### src/include/sacc_cfg.svh
// Timing counts, field positions and reset values of the converter control.
// Assumes one machine cycle per clk_in cycle.
`ifndef SACC_CFG_SVH
`define SACC_CFG_SVH
`define SACC_CONV_CYCLES 6'h3E
`define SACC_CMP_CYCLES 6'h08
`define SACC_STEP_LAST 3'h5
`define SACC_MODE_BIT 3
`define SACC_CHAN_MSB 2
`define SACC_CTRL_RESET 4'h0
`define SACC_RESULT_RESET 10'h000
`define SACC_THRESH_RESET 8'h00
`define SACC_TOP_BIT 4'h9
`endif

### src/include/sacc_pkg.sv
// Types shared by the converter control, its checker and its testbench.
// Assumes sacc_cfg.svh is on the include path.
`default_nettype none
`include "sacc_cfg.svh"
package sacc_pkg;
    typedef enum logic [3:0] {
        SACC_OP_NOP,
        SACC_OP_START,
        SACC_OP_SKIP_DONE,
        SACC_OP_LOAD_CMP,
        SACC_OP_READ_LOW,
        SACC_OP_READ_HIGH,
        SACC_OP_WRITE_CTRL,
        SACC_OP_READ_CTRL,
        SACC_OP_READ_CMP
    } sacc_op_t;
    typedef enum logic [1:0] {
        SACC_IDLE,
        SACC_CLEAR,
        SACC_TRIAL,
        SACC_COMPARE
    } sacc_phase_t;
    typedef struct packed {
        logic valid;
        sacc_op_t op;
        logic [3:0] acc_a;
        logic [3:0] acc_b;
    } sacc_cmd_t;
    typedef struct packed {
        logic valid;
        logic skip;
        logic [3:0] acc_a;
        logic [3:0] acc_b;
    } sacc_rsp_t;
    typedef struct packed {
        sacc_phase_t phase;
        logic [3:0] ctrl;
        logic mode_cmp;
        logic [2:0] chan;
        logic analog_on;
        logic [9:0] result;
        logic [7:0] thresh;
        logic [9:0] dac;
        logic [5:0] cnt;
        logic [3:0] bidx;
        logic [2:0] step;
        logic done;
        logic irq;
        sacc_rsp_t rsp;
        logic [2:0] sync;
        logic cmp_stable;
    } sacc_state_t;
endpackage : sacc_pkg
`default_nettype wire

### src/sacc_top.sv
// Control of a 10-bit successive-approximation converter with 8-bit comparator mode.
// Assumes one CPU instruction per valid command and one machine cycle per clock.
`default_nettype none
module sacc_top
    import sacc_pkg::*;
(
    input wire logic clk_in,
    input wire logic rst_n_in,
    input wire sacc_cmd_t cmd_in,
    input wire logic irq_enable_in,
    input wire logic irq_taken_in,
    input wire logic dac_below_input_in,
    output sacc_rsp_t rsp_out,
    output logic [9:0] dac_code_out,
    output logic [2:0] channel_select_bits_out,
    output logic analog_on_out,
    output logic conv_done_flag_out,
    output logic irq_req_out
);
    sacc_state_t st_ff;
    sacc_state_t nxt_st;
    logic [9:0] step_result;
    logic step_last;
    logic is_cmd;
    logic chan_ok;

    sacc_sar_step u_step (
        .result_in(st_ff.result),
        .bidx_in(st_ff.bidx),
        .keep_in(st_ff.cmp_stable),
        .result_out(step_result),
        .last_out(step_last)
    );

    always_comb begin
        is_cmd = cmd_in.valid;
        chan_ok = (cmd_in.acc_a[1:0] == 2'h0) || (cmd_in.acc_a[1:0] == 2'h1);
        nxt_st = st_ff;
        nxt_st.rsp = '0;
        nxt_st.irq = 1'b0;

        // Three-stage capture of the analog comparator, accepted when stages two and three agree.
        nxt_st.sync[0] = dac_below_input_in;
        nxt_st.sync[1] = st_ff.sync[0];
        nxt_st.sync[2] = st_ff.sync[1];
        if (st_ff.sync[1] == st_ff.sync[2]) begin
            nxt_st.cmp_stable = st_ff.sync[2];
        end

        // Flag clears come first so that a completion in the same cycle wins.
        if (irq_taken_in) begin
            nxt_st.done = 1'b0;
        end

        if (is_cmd) begin
            unique case (cmd_in.op)
                SACC_OP_NOP: begin
                end
                SACC_OP_START: begin
                    if (st_ff.phase == SACC_IDLE) begin
                        nxt_st.mode_cmp = st_ff.ctrl[`SACC_MODE_BIT];
                        nxt_st.chan = st_ff.ctrl[`SACC_CHAN_MSB:0];
                        nxt_st.analog_on = 1'b1;
                        nxt_st.cnt = 6'h00;
                        if (st_ff.ctrl[`SACC_MODE_BIT]) begin
                            nxt_st.phase = SACC_COMPARE;
                            nxt_st.dac = {st_ff.thresh, 2'h0};
                        end else begin
                            nxt_st.phase = SACC_CLEAR;
                            nxt_st.result = `SACC_RESULT_RESET;
                            nxt_st.dac = `SACC_RESULT_RESET;
                        end
                    end
                end
                SACC_OP_SKIP_DONE: begin
                    nxt_st.rsp.valid = 1'b1;
                    if (st_ff.done) begin
                        nxt_st.rsp.skip = 1'b1;
                        nxt_st.done = 1'b0;
                    end
                end
                SACC_OP_LOAD_CMP: begin
                    if (st_ff.ctrl[`SACC_MODE_BIT] && st_ff.phase == SACC_IDLE) begin
                        nxt_st.thresh = {cmd_in.acc_b, cmd_in.acc_a};
                    end
                end
                SACC_OP_READ_LOW: begin
                    nxt_st.rsp.valid = 1'b1;
                    nxt_st.rsp.acc_a = {st_ff.result[1:0], 2'h0};
                end
                SACC_OP_READ_HIGH: begin
                    nxt_st.rsp.valid = 1'b1;
                    nxt_st.rsp.acc_b = st_ff.result[9:6];
                    nxt_st.rsp.acc_a = st_ff.result[5:2];
                end
                SACC_OP_WRITE_CTRL: begin
                    if (st_ff.phase == SACC_IDLE) begin
                        nxt_st.ctrl = cmd_in.acc_a;
                    end
                    if (!chan_ok) begin
                        nxt_st.ctrl[`SACC_CHAN_MSB:0] = st_ff.ctrl[`SACC_CHAN_MSB:0];
                    end
                    if (st_ff.phase != SACC_IDLE) begin
                        nxt_st.ctrl = st_ff.ctrl;
                    end
                end
                SACC_OP_READ_CTRL: begin
                    nxt_st.rsp.valid = 1'b1;
                    nxt_st.rsp.acc_a = st_ff.ctrl;
                end
                SACC_OP_READ_CMP: begin
                    nxt_st.rsp.valid = 1'b1;
                    if (st_ff.ctrl[`SACC_MODE_BIT]) begin
                        nxt_st.rsp.acc_b = st_ff.thresh[7:4];
                        nxt_st.rsp.acc_a = st_ff.thresh[3:0];
                    end
                end
                default: begin
                end
            endcase
        end

        // Sequencing of a running operation; one count per machine cycle.
        unique case (st_ff.phase)
            SACC_IDLE: begin
            end
            SACC_CLEAR: begin
                nxt_st.cnt = st_ff.cnt + 6'h01;
                nxt_st.result = {1'b1, 9'h000};
                nxt_st.dac = {1'b1, 9'h000};
                nxt_st.bidx = `SACC_TOP_BIT;
                nxt_st.step = 3'h0;
                nxt_st.phase = SACC_TRIAL;
            end
            SACC_TRIAL: begin
                nxt_st.cnt = st_ff.cnt + 6'h01;
                if (st_ff.step == `SACC_STEP_LAST) begin
                    nxt_st.step = 3'h0;
                    nxt_st.result = step_result;
                    nxt_st.dac = step_result;
                    if (!step_last) begin
                        nxt_st.bidx = st_ff.bidx - 4'h1;
                    end else begin
                        nxt_st.result = step_result & ~10'h000;
                        nxt_st.dac = step_result;
                    end
                end else begin
                    nxt_st.step = st_ff.step + 3'h1;
                end
                if (st_ff.step == `SACC_STEP_LAST && step_last) begin
                    nxt_st.result = st_ff.cmp_stable ? st_ff.result
                                                     : (st_ff.result & 10'h3FE);
                    nxt_st.dac = nxt_st.result;
                end
                if (st_ff.cnt == `SACC_CONV_CYCLES - 6'h01) begin
                    nxt_st.phase = SACC_IDLE;
                    nxt_st.analog_on = 1'b0;
                    nxt_st.done = 1'b1;
                    nxt_st.irq = irq_enable_in;
                end
            end
            SACC_COMPARE: begin
                nxt_st.cnt = st_ff.cnt + 6'h01;
                if (st_ff.cnt == `SACC_CMP_CYCLES - 6'h01) begin
                    nxt_st.phase = SACC_IDLE;
                    nxt_st.analog_on = 1'b0;
                    if (!st_ff.cmp_stable) begin
                        nxt_st.done = 1'b1;
                        nxt_st.irq = irq_enable_in;
                    end
                end
            end
        endcase
    end

    // Synchronous reset to idle conversion mode with all flags clear.
    always_ff @(posedge clk_in) begin
        if (!rst_n_in) begin
            st_ff <= '0;
            st_ff.ctrl <= `SACC_CTRL_RESET;
            st_ff.result <= `SACC_RESULT_RESET;
            st_ff.thresh <= `SACC_THRESH_RESET;
            st_ff.phase <= SACC_IDLE;
        end else begin
            st_ff <= nxt_st;
        end
    end

    assign rsp_out = st_ff.rsp;
    assign dac_code_out = st_ff.dac;
    assign channel_select_bits_out = st_ff.chan;
    assign analog_on_out = st_ff.analog_on;
    assign conv_done_flag_out = st_ff.done;
    assign irq_req_out = st_ff.irq;
endmodule : sacc_top
`default_nettype wire

### src/sacc_sar_step.sv
// One successive-approximation step on the result word.
// Assumes the caller holds the trial bit index steady while it is used.
`default_nettype none
module sacc_sar_step (
    input wire logic [9:0] result_in,
    input wire logic [3:0] bidx_in,
    input wire logic keep_in,
    output logic [9:0] result_out,
    output logic last_out
);
    logic [9:0] cur_mask;
    logic [9:0] next_mask;
    always_comb begin
        cur_mask = 10'h001 << bidx_in;
        next_mask = cur_mask >> 1;
        result_out = result_in;
        if (!keep_in) begin
            result_out = result_in & ~cur_mask;
        end
        result_out = result_out | next_mask;
        last_out = (bidx_in == 4'h0);
    end
endmodule : sacc_sar_step
`default_nettype wire

### config.mk
export PLATFORM = sky130hd
export DESIGN_NAME = sacc_top
export DESIGN_NICKNAME = d
export VERILOG_FILES = /design/src/include/sacc_pkg.sv /design/src/sacc_top.sv /design/src/sacc_sar_step.sv
export VERILOG_INCLUDE_DIRS = /design/src /design/src/include
export SDC_FILE = /design/constraint.sdc
export NUM_CORES = 1
export LEC_CHECK = 0
export BUFFER_PORTS_ARGS = -buffer_cell sky130_fd_sc_hd__buf_2
export CORE_ASPECT_RATIO = 0.8
export CORE_UTILIZATION = 55
export CTS_BUF_LIST = sky130_fd_sc_hd__clkbuf_4 sky130_fd_sc_hd__clkbuf_8
export DETAILED_ROUTE_END_ITERATION = 6
export PLACE_DENSITY = 0.79
export RECOVER_POWER = 25
export SETUP_SLACK_MARGIN = 0.05
export SYNTH_ARGS = -nofsm -noshare
export SYNTH_HDL_FRONTEND = slang
export SYNTH_SLANG_ARGS = --single-unit
### constraint.sdc
create_clock -name clk_in -period 1.9 [get_ports clk_in]
set_input_delay 0.57 -clock clk_in [delete_from_list [all_inputs] [get_ports clk_in]]
set_output_delay 0.57 -clock clk_in [all_outputs]
set_load 0.005 [all_outputs]
==> results of run 1 <==
==> cell type report <==
type / count / area, um^2
Multi-Input combinational cell: 333 / 2311
Timing Repair Buffer: 91 / 610.6
Sequential cell: 67 / 1350
Clock buffer: 10 / 137.6
Inverter: 14 / 52.55
Fill cell: 523 / 1916
Clock inverter: 6 / 88.84
Tap cell: 84 / 105.1
==> stage by stage <==
step	power, mW	worst slack (ns)	instances
floorplan	1.571	0.05283	462
global placement	1.638	-0.05888	580
detailed placement	1.640	-0.1341	580
CTS	2.985	0.06532	600
global route	3.069	-0.04833	605
finish	2.992	0.04485	605
==> synth_stat cells, types with 4 or more instances <==
cell type / number / area share [%]
nor2b_1: 8 / 1.3
and2_1: 4 / 0.65
clkbuf_1: 8 / 0.78
nand3_1: 17 / 2.2
o2111ai_1: 4 / 0.91
a21oi_1: 31 / 4.0
a211oi_1: 6 / 1.2
o21ai_1: 6 / 0.78
inv_1: 14 / 1.4
nand2_1: 41 / 4.0
a221oi_2: 4 / 1.6
a31oi_1: 5 / 0.81
nand2b_1: 6 / 0.97
o21ai_0: 13 / 1.7
dfxtp_1: 67 / 35
and3_1: 7 / 1.1
a22oi_1: 10 / 1.9
nor3_1: 8 / 1.0
nor2_1: 63 / 6.1
buf_4: 32 / 6.2
nand4bb_1: 4 / 1.2
o21a_1: 5 / 0.97
buf_2: 6 / 0.78
ha_1: 12 / 3.9
mux2i_1: 14 / 3.6
==> kinds of logic after synthesis <==
family	after synthesis	share of synthesized area, %
buffers and inverters	63	9.612
flip-flops	67	34.69
multiplexers	15	3.916
AO/OA/AOI/OAI	113	21.36
AND/OR/NAND/NOR	189	25.86
XOR/XNOR	3	0.6797
adder cells (fa/ha/maj)	12	3.883
==> state kept, by name, indices dropped and copies added (netlist names) <==
signal,count
conv_done_flag_out,1
dac_code_out,10
irq_req_out,1
rsp_out,10
nxt_st,2
analog_on_out,1
st_ff,39
channel_select_bits_out,3
==> power breakdown <==
part	internal (mW)	total (mW)	switching, mW	leakage [nW]
clock network	0.774	1.37	0.591	0.108
logic	0.0801	0.210	0.130	1.23
registers	1.41	1.42	0.00620	0.543
==> layer usage <==
| metal | vias to the layer above | track usage, % |
|---|---|---|
| li1 | 1732 | - |
| met1 | 1727 | 41.51 |
| met2 | 183 | 43.07 |
| met3 | 24 | 5.754 |
| met4 | 0 | 12.39 |
| met5 | - | 0 |
==> what timing repair did <==
action | in CTS | in global routing
buffers inserted | 3 | 5
hold buffers | 0 | 0
resized for setup | 2 | 32
endpoints found under the setup margin | 10 | 22
gates cloned | 1 | 0
pin swaps | 2 | 8
==> worst paths after layout <==
| path | from | end | depth (start not counted) |
|---|---|---|---|
| worst min-delay path | dac_below_input_in | nxt_st[2]$_SDFF_PN0_ | 2 |
| worst max register to register | st_ff[19]$_SDFFE_PN0P_ | st_ff[48]$_SDFFE_PN0P_ | 7 |
| worst min register to register | nxt_st[2]$_SDFF_PN0_ | nxt_st[3]$_SDFF_PN0_ | 1 |
| worst max-delay path | st_ff[19]$_SDFFE_PN0P_ | st_ff[48]$_SDFFE_PN0P_ | 7 |
==> flow_metrics.tcl, run 1 <==
set metrics [dict create \
    run_status "finished, final reports clean" \
    crit_family "compound AO/OA/AOI/OAI gates" \
    critical_path_required_ns 2.14 \
    clock_sinks 67 \
    tns_ns 0 \
    grt_antenna_before_repair 0 \
    rsz0062_at_grt "yes" \
    fin_util_pct 70.85 \
    clkSlewWorstSetupHoldPaths_ns 0.08 \
    synthToLayoutAreaGrowth_pct 20.42 \
    vias 3666 \
    dpl_cell_area_mm2 0.004198 \
    max_freq_ghz 0.5390 \
    hpwlAfterDp_um 7373 \
    cp.arrival_ns 2.10 \
    io_pins 44 \
    layout_common_cells "63 x nor2_1, 62 x dfxtp_1, 43 x buf_4" \
    post-route-period-util_pct 97.64 \
    h-tree-depth 3 \
    antenna_left 0 \
    grt_max_degree 30 \
    path_class "flip-flop to flip-flop" \
    avgSynthCellArea_um2 8.368 \
    rrSetupSlack_ns 0.04 \
    drt-wirelength-per-cell_um 17.80 \
    rows 26 \
    ys_warn_count 0 \
    cts_buffers 9 \
    cts-root-buf "clkbuf_8" \
    skew_ns 0.01605 \
    yosysSeqAreaShare_pct 34.69 \
    endpoint_kind "flip-flop" \
    drtPass1Iterations 6 \
    vias_per_cell 6.060 \
    dr.first_iter.drc_count 315 \
    gr-total-overflow 0 \
    dieHeight_um 76.99 \
    cts_tree "yes" \
    power_density_mw_per_mm2 642.6 \
    synth_seq_cells 67 \
    synth_enable_flop_cells 0 \
    met1_length_um 4819 \
    cts.path.max_buffers 2 \
    timing_hold_violations_final 0 \
    worstMarginPinSlew_ns 0.5118 \
    synth-async-reset-ratio_pct 0 \
    track_usage_pct 29.37 \
    layout-drive-gt1-share_pct 30.52 \
    ys.flop_type "dfxtp_1" \
    netlist_instances 462 \
    stdcell_area_mm2 0.004656 \
    dieArea_mm2 0.007371 \
    yosysUniqueCellTypes 73 \
    synth_fp_nets 492 \
    critical_path.cell_chain "buf_4, ha_4, or4b_4, a221oi_4, o21ai_2, a21oi_2, nor3_2" \
    final_max_slew_viol_count 0 \
    peakVddDrop_v 0.0004169 \
    port_buffers 43 \
    drv_cap 0 \
    p_leak_nw 1.883 \
    wl_met3_um 828 \
    routabilityCongestion 0.8935 \
    final-setup-viol-count 0 \
    critPathLaunchType "flip-flop" \
    die_x_um 95.74 \
    synth_area_mm2 0.003866 \
    wl_met2_um 4869 \
    clock_latency_ns 0.36 \
    initial_core_util_pct 58.83 \
    layout_min_cycle_time_ns 1.855 \
    slowest_delay_ns 0.46 \
    critical-path-slowest-cell "or4b_4" \
    grt_pass1_vias 3308 \
    n_antenna_cell 0 \
    mostFrequentLayoutCell "nor2_1" \
    worstPathMaxFanout 4 \
    grt_pass1_wl_um 16480 \
    wl_um 10770 \
    hp-class "input pin to flip-flop" \
    top_layer_used "met4" \
    hold_ws_ns 0.4276 \
    drc 0 \
    slew_headroom_pct 65.83 \
    core_area_mm2 0.006571 \
    nets 546 \
    timing.critical_path.buf_inv 1 \
]
Note: power is estimated with default switching activity, not from simulation.
==> run 2: changes to the inputs <==
- ABC_AREA: unset -> 1
==> run 2 against run 1 <==
  * Die area down 5.1%
  * Non-clock buffer count down 31
  * Maximum frequency up 7.6%
  * Clock skew down 0.0054 ns
  * Via count down 2.6%
  * Register-to-register slack better by 0.13 ns
  * First-iteration DRC count down 28%
  * Routed wire length down 18%
  * Count of clock-buffer cells in the layout up 2
  * Critical endpoint is now dac_code_out[9]$_SDFF_PN0_
  * Largest power group unchanged
  * Highest routed layer unchanged
==> flow_metrics.tcl, run 2 <==
set metrics [dict create \
    grt_pass1_vias 3112 \
    instances_no_fill 668 \
    synth_area_mm2 0.003664 \
    tns_ns 0 \
    power_frac_comb_pct 5.1 \
    run_status "finished, final reports clean" \
    slowest_delay_ns 0.40 \
    hp-class "input pin to flip-flop" \
    layout_min_cycle_time_ns 1.724 \
    antenna_left 0 \
    fin_util_pct 62.91 \
    critical-path-slowest-cell "ha_2" \
    final_max_slew_viol_count 0 \
    synth_enable_flop_cells 0 \
    netlist_instances 551 \
    grt_pass1_wl_um 14060 \
    routabilityCongestion 0.8941 \
    hpwlAfterDp_um 6421 \
    peakVddDrop_v 0.0003586 \
    dp_cells 652 \
    layout_common_cells "139 x nand2_1, 67 x dfxtp_1, 65 x nor2_1" \
    synth-async-reset-ratio_pct 0 \
    cts_tree "yes" \
    clock_latency_ns 0.35 \
    largest_register_ffs 39 \
    port_buffers 43 \
    yosysUniqueCellTypes 35 \
    endpoint_kind "flip-flop" \
    max_freq_ghz 0.5800 \
    drt-wirelength-per-cell_um 13.14 \
    skew_ns 0.01062 \
    top_register "st_ff" \
    rsz0062_at_grt "yes" \
    stdcell_area_mm2 0.004031 \
    synth_common_cells "140 x nand2_1, 67 x dfxtp_1, 65 x nor2_1" \
    synthToLayoutAreaGrowth_pct 10.04 \
    die_x_um 93.25 \
    h-tree-depth 3 \
    yosysSeqAreaShare_pct 36.61 \
    cts.path.max_buffers 2 \
    p_seq_share_pct 54.2 \
    power_density_mw_per_mm2 649.5 \
    synth_top_area_share_pct 36.61 \
    n_antenna_cell 0 \
    wl_um 8779 \
    critical_path.cell_chain "inv_1, ha_2, inv_1, nor2_1, o21ai_0, nand3_1, o211ai_1, nand2_1, inv_1" \
    n_fill_cell 604 \
    timing_hold_violations_final 0 \
    rows 26 \
    initial_core_util_pct 57.17 \
    swShare_pct 23.73 \
    critical_path_required_ns 2.15 \
    p_int_mw 1.997 \
    cp.arrival_ns 1.98 \
    synth.most_common_cell "nand2_1" \
    crit_path_frequent_cell "inv_1" \
    worstMarginPinSlew_ns 0.5057 \
    clock_power_share_pct 40.7 \
    synth_seq_cells 67 \
    cts_buffers 9 \
    timing.critical_path.buf_inv 3 \
    drtPass1Iterations 7 \
    slew_headroom_pct 66.29 \
    cts.hold.buffers_added 0 \
    core_area_mm2 0.006409 \
    critPathLaunchType "flip-flop" \
    dieHeight_um 75 \
    avgSynthCellArea_um2 6.649 \
    crit_family "adder cells" \
    clkSlewWorstSetupHoldPaths_ns 0.07 \
    post-route-period-util_pct 90.75 \
    synth_area_leader_cell "dfxtp_1" \
    dr.first_iter.drc_count 227 \
    drc 0 \
    mostFrequentLayoutCell "nand2_1" \
    ys_warn_count 0 \
    nets 611 \
    track_usage_pct 26.29 \
    path_class "flip-flop to flip-flop" \
    synth_top_cells_by_area "dfxtp_1 37%, nand2_1 14%, nor2_1 6.7%" \
    gr-total-overflow 0 \
    grt_max_degree 21 \
    grt_antenna_before_repair 0 \
    vias_per_cell 5.346 \
    switchingPower_uw 621.3 \
    cts-root-buf "clkbuf_8" \
    layout-drive-gt1-share_pct 13.87 \
    synth_fp_nets 581 \
    p_leak_nw 1.692 \
    drv_cap 0 \
    vias 3571 \
    clock_sinks 67 \
    dpl_cell_area_mm2 0.003835 \
    ys.flop_type "dfxtp_1" \
    final-setup-viol-count 0 \
    io_pins 44 \
    worstPathMaxFanout 4 \
    dieArea_mm2 0.006993 \
]
run 2: cell types whose count changed after synthesis, moves of 5 or more:
cell      previous run  this run
o21a_1               5         0
nand2_1             41       140
buf_4               32        23
nor2b_1              8         0
nand4_1              2         9
a21oi_1             31        36
o21ai_0             13        42
and3_1               7         0
nand3_1             17        37
a22oi_1             10         0
inv_1               14        62
mux2i_1             14         0
nand2b_1             6         0
run 2: per-stage QoR:
stage / setup WS [ns] / hold slack [ns] / power [mW]
6_report: 0.1757 / 0.3991 / 2.619
5_1_grt: 0.01934 / 0.3873 / 2.714
3_5_place_dp: -0.04785 / 0.4052 / 1.581
3_3_place_gp: 0.0005554 / 0.3991 / 1.577
2_1_floorplan: 0.2590 / 0.3905 / 1.526
4_1_cts: 0.09340 / 0.3868 / 2.636
run 2: power by group through the flow:
stage / clock [mW] / combinational, mW / sequential, mW
finish: 1.07 / 0.134 / 1.42
global route: 1.15 / 0.150 / 1.42
detailed placement: 0 / 0.130 / 1.45
global placement: 0 / 0.127 / 1.45
floorplan: 0 / 0.0771 / 1.45
CTS: 1.09 / 0.131 / 1.42
run 2: worst reg2reg max path: stages (launching register included):
cell      delay [ns]
dfxtp_1         0.39
inv_1           0.11
ha_2            0.40
inv_1           0.07
nor2_1          0.16
o21ai_0         0.17
nand3_1         0.12
o211ai_1        0.10
nand2_1         0.08
inv_1           0.04
run 2: kinds of logic after synthesis:
group                      synth area share [%]
AOI/OAI and AO/OA                         14.62
xor gates and xnor gates                 0.2391
adders and majority gates                 4.098
buffers and inverters                     13.90
DFF                                       36.61
and+or+nand+nor                           30.53
run 2: area by class of cell:
class	instances	area [um^2]	area share (%)
Inverter	66	247.7	6.145
Tap cell	84	105.1	2.607
Timing Repair Buffer	60	332.8	8.256
Multi-Input combinational cell	377	1833	45.47
Clock buffer	12	158.9	3.942
Clock inverter	2	12.51	0.3104
Sequential cell	67	1341	33.27
run 2: final timing paths:
path                   startpoint                         end  slack, ns  cells past startpoint
max          st_ff[67]$_SDFF_PN0_  dac_code_out[9]$_SDFF_PN0_       0.18                      9
min reg2reg  nxt_st[2]$_SDFF_PN0_        nxt_st[3]$_SDFF_PN0_       0.42                      2
max reg2reg  st_ff[67]$_SDFF_PN0_  dac_code_out[9]$_SDFF_PN0_       0.18                      9
min            dac_below_input_in        nxt_st[2]$_SDFF_PN0_       0.40                      3
run 2: what timing repair did:
item,in CTS,in global routing
hold endpoints to repair,0,0
resized for setup,0,9
setup endpoints to repair,0,25
setup buffers,0,2
run 2: metal layers:
metal	vias to the layer above	wire length (um)	track usage, %
met5	-	0	0
met4	0	71	8.718
met3	10	632	8.788
met2	144	3894	41.75
met1	1616	4181	34.01
li1	1801	-	-
==> run 3: changes to the inputs <==
- CELL_PAD_IN_SITES_DETAIL_PLACEMENT: unset -> 0
- CELL_PAD_IN_SITES_GLOBAL_PLACEMENT: unset -> 2
- CORE_UTILIZATION: 55 -> 30
- PLACE_DENSITY: 0.79 -> unset
- PLACE_DENSITY_LB_ADDON: unset -> 0.1
==> run 3 against run 2 <==
  * The run now ends with design-rule violations left
  * Flip-flop and latch count is the same
  * Worst hold slack improved by 0.0056 ns
  * Combinational power increased by 4%
  * Maximum frequency increased by 1.8%
  * Setup slack better by 0.030 ns
  * Critical path depth increased by 1
  * First-iteration DRC count down 42%
  * Via count fell by 3.1%
  * Final area grew 4.0%
  * Global-route usage is 9.0 points lower
  * Largest power group unchanged
  * Highest routed layer unchanged
==> flow_metrics.tcl, run 3 (synthesis gave the netlist of run 2 again) <==
set metrics [dict create \
    gr-total-overflow 0 \
    crit_family "simple AND/OR/NAND/NOR gates" \
    post-route-period-util_pct 89.16 \
    grt_pass1_vias 3286 \
    largest_register_ffs 39 \
    endpoint_kind "flip-flop" \
    drc 1 \
    clock_latency_ns 0.35 \
    slew_headroom_pct 51.64 \
    rows 35 \
    timing_hold_violations_final 0 \
    fin_util_pct 35.86 \
    grt_max_degree 22 \
    dieArea_mm2 0.01266 \
    hp-class "flip-flop to flip-flop" \
    wl_um 10220 \
    cts_buffers 9 \
    hpwlAfterDp_um 7779 \
    cts_tree "yes" \
    top_layer_used "met4" \
    r2r_end "dac_code_out[8]$_SDFF_PN0_" \
    dieHeight_um 100.8 \
    grt_pass1_wl_um 16750 \
    critical_path.cell_chain "inv_1, ha_1, nand2_1, nand2_1, nor2_4, buf_4, nand2_1, o21ai_0, nand2_1, a21oi_1" \
    worstPathMaxFanout 7 \
    layout_common_cells "139 x nand2_1, 66 x dfxtp_1, 64 x nor2_1" \
    p_int_mw 2.221 \
    max_freq_ghz 0.5903 \
    drt-wirelength-per-cell_um 13.87 \
    rr_worst_depth 10 \
    critical_path_required_ns 2.18 \
    critical-path-slowest-cell "dfxtp_1" \
    clock_power_share_pct 46.3 \
    min_from "nxt_st[2]$_SDFF_PN0_" \
    nets 614 \
    power_mw 2.900 \
    path_class "flip-flop to flip-flop" \
    cp.arrival_ns 1.98 \
    slowest_delay_ns 0.38 \
    clock_sinks 67 \
    port_buffers 43 \
    top_register "st_ff" \
    die_x_um 125.6 \
    holdPathEnd "nxt_st[3]$_SDFF_PN0_" \
    switchingPower_uw 678.9 \
    critPathLaunchType "flip-flop" \
    run_status "complete, but fails checks" \
    rrSetupSlack_ns 0.21 \
    cts-root-buf "clkbuf_8" \
    layout-drive-gt1-share_pct 14.94 \
    drtPass1Iterations 7 \
    vias 3460 \
    rsz0062_at_grt "yes" \
    skew_ns 0.01169 \
    routabilityCongestion 0.7905 \
    grt_antenna_before_repair 0 \
    final-setup-viol-count 0 \
    power_frac_comb_pct 4.8 \
    swShare_pct 23.41 \
    crit_path_frequent_cell "nand2_1" \
    whs_path_depth 2 \
    p_seq_share_pct 48.9 \
    met1_length_um 5387 \
    n_antenna_cell 0 \
    drv_cap 0 \
    initial_core_util_pct 31.33 \
    cts.path.max_buffers 2 \
    vias_per_cell 4.695 \
    track_usage_pct 17.27 \
    wl_met2_um 4322 \
    layout_min_cycle_time_ns 1.694 \
    wl_met3_um 369 \
    core_area_mm2 0.01169 \
    peakVddDrop_v 0.0003594 \
    tns_ns 0 \
    worstMarginPinSlew_ns 0.7254 \
    p_leak_nw 1.735 \
    mostFrequentLayoutCell "nand2_1" \
    r2r-start "st_ff[19]$_SDFFE_PN0P_" \
    violations "design-rule violations" \
    io_pins 44 \
    hold_ws_ns 0.4047 \
    power_density_mw_per_mm2 691.6 \
    clkSlewWorstSetupHoldPaths_ns 0.08 \
    antenna_left 0 \
    h-tree-depth 3 \
    synthToLayoutAreaGrowth_pct 14.45 \
    timing.critical_path.buf_inv 2 \
    dr.first_iter.drc_count 131 \
    final_max_slew_viol_count 0 \
    cts.hold.buffers_added 0 \
]
[run 3: cell count changes in the layout (fill, tap and decap cells not counted), moves of 2 or more]
cell,previous run,this run
buf_4,15,18
nor2_2,1,3
clkbuf_8,11,9
bufinv_16,0,2
[run 3: what timing repair did]
action / in CTS / in global routing
resized for setup: 0 / 9
setup buffers: 0 / 0
endpoints found under the setup margin: 0 / 18
[run 3: area by class of cell]
class | count | area, um^2
Fill cell | 1282 | 7500
Multi-Input combinational cell | 377 | 1831
Clock buffer | 11 | 138.9
Inverter | 66 | 247.7
Sequential cell | 67 | 1343
Tap cell | 148 | 185.2
Clock inverter | 5 | 77.57
Timing Repair Buffer | 63 | 370.4
[run 3: worst max path at each step]
stage	start	end	slack (ns)	cells past startpoint
floorplan	st_ff[66]$_SDFF_PN0_	dac_code_out[1]$_SDFF_PN0_	0.26	7
global placement	cmd_in[10]	st_ff[67]$_SDFF_PN0_	0.07	9
detailed placement	st_ff[20]$_SDFFE_PN0P_	dac_code_out[9]$_SDFF_PN0_	0.09	9
CTS	st_ff[20]$_SDFFE_PN0P_	dac_code_out[9]$_SDFF_PN0_	0.06	9
global route	st_ff[66]$_SDFF_PN0_	dac_code_out[5]$_SDFF_PN0_	0.04	8
finish	st_ff[19]$_SDFFE_PN0P_	dac_code_out[8]$_SDFF_PN0_	0.21	10
[run 3: through the flow]
step | instances | setup slack [ns] | cell area [um^2]
after CTS | 737 | 0.06356 | 4182
after global routing | 737 | 0.03589 | 4193
after global placement | 721 | 0.06892 | 3965
final | 737 | 0.2060 | 4193
after detailed placement | 721 | 0.09454 | 3965
after floorplan | 551 | 0.2590 | 3664
[run 3: tightest hold or removal path: cells and delay by family, from the launching register on]
kind / cells / cell delay (ns)
simple gates: 1 / 0.04
flops: 1 / 0.31
buf+inv: 1 / 0.04
[run 3: power groups by stage]
stage | combinational [mW] | clock [mW] | sequential, mW
4_1_cts | 0.140 | 1.41 | 1.42
3_5_place_dp | 0.140 | 0 | 1.45
2_1_floorplan | 0.0771 | 0 | 1.45
6_report | 0.139 | 1.34 | 1.42
3_3_place_gp | 0.140 | 0 | 1.45
5_1_grt | 0.158 | 1.45 | 1.42
[run 3: per-layer routing]
layer / track usage (%) / up-vias
li1: - / 1810
met3: 3.503 / 11
met5: 0 / -
met1: 23.67 / 1578
met2: 27.14 / 61
met4: 5.629 / 0
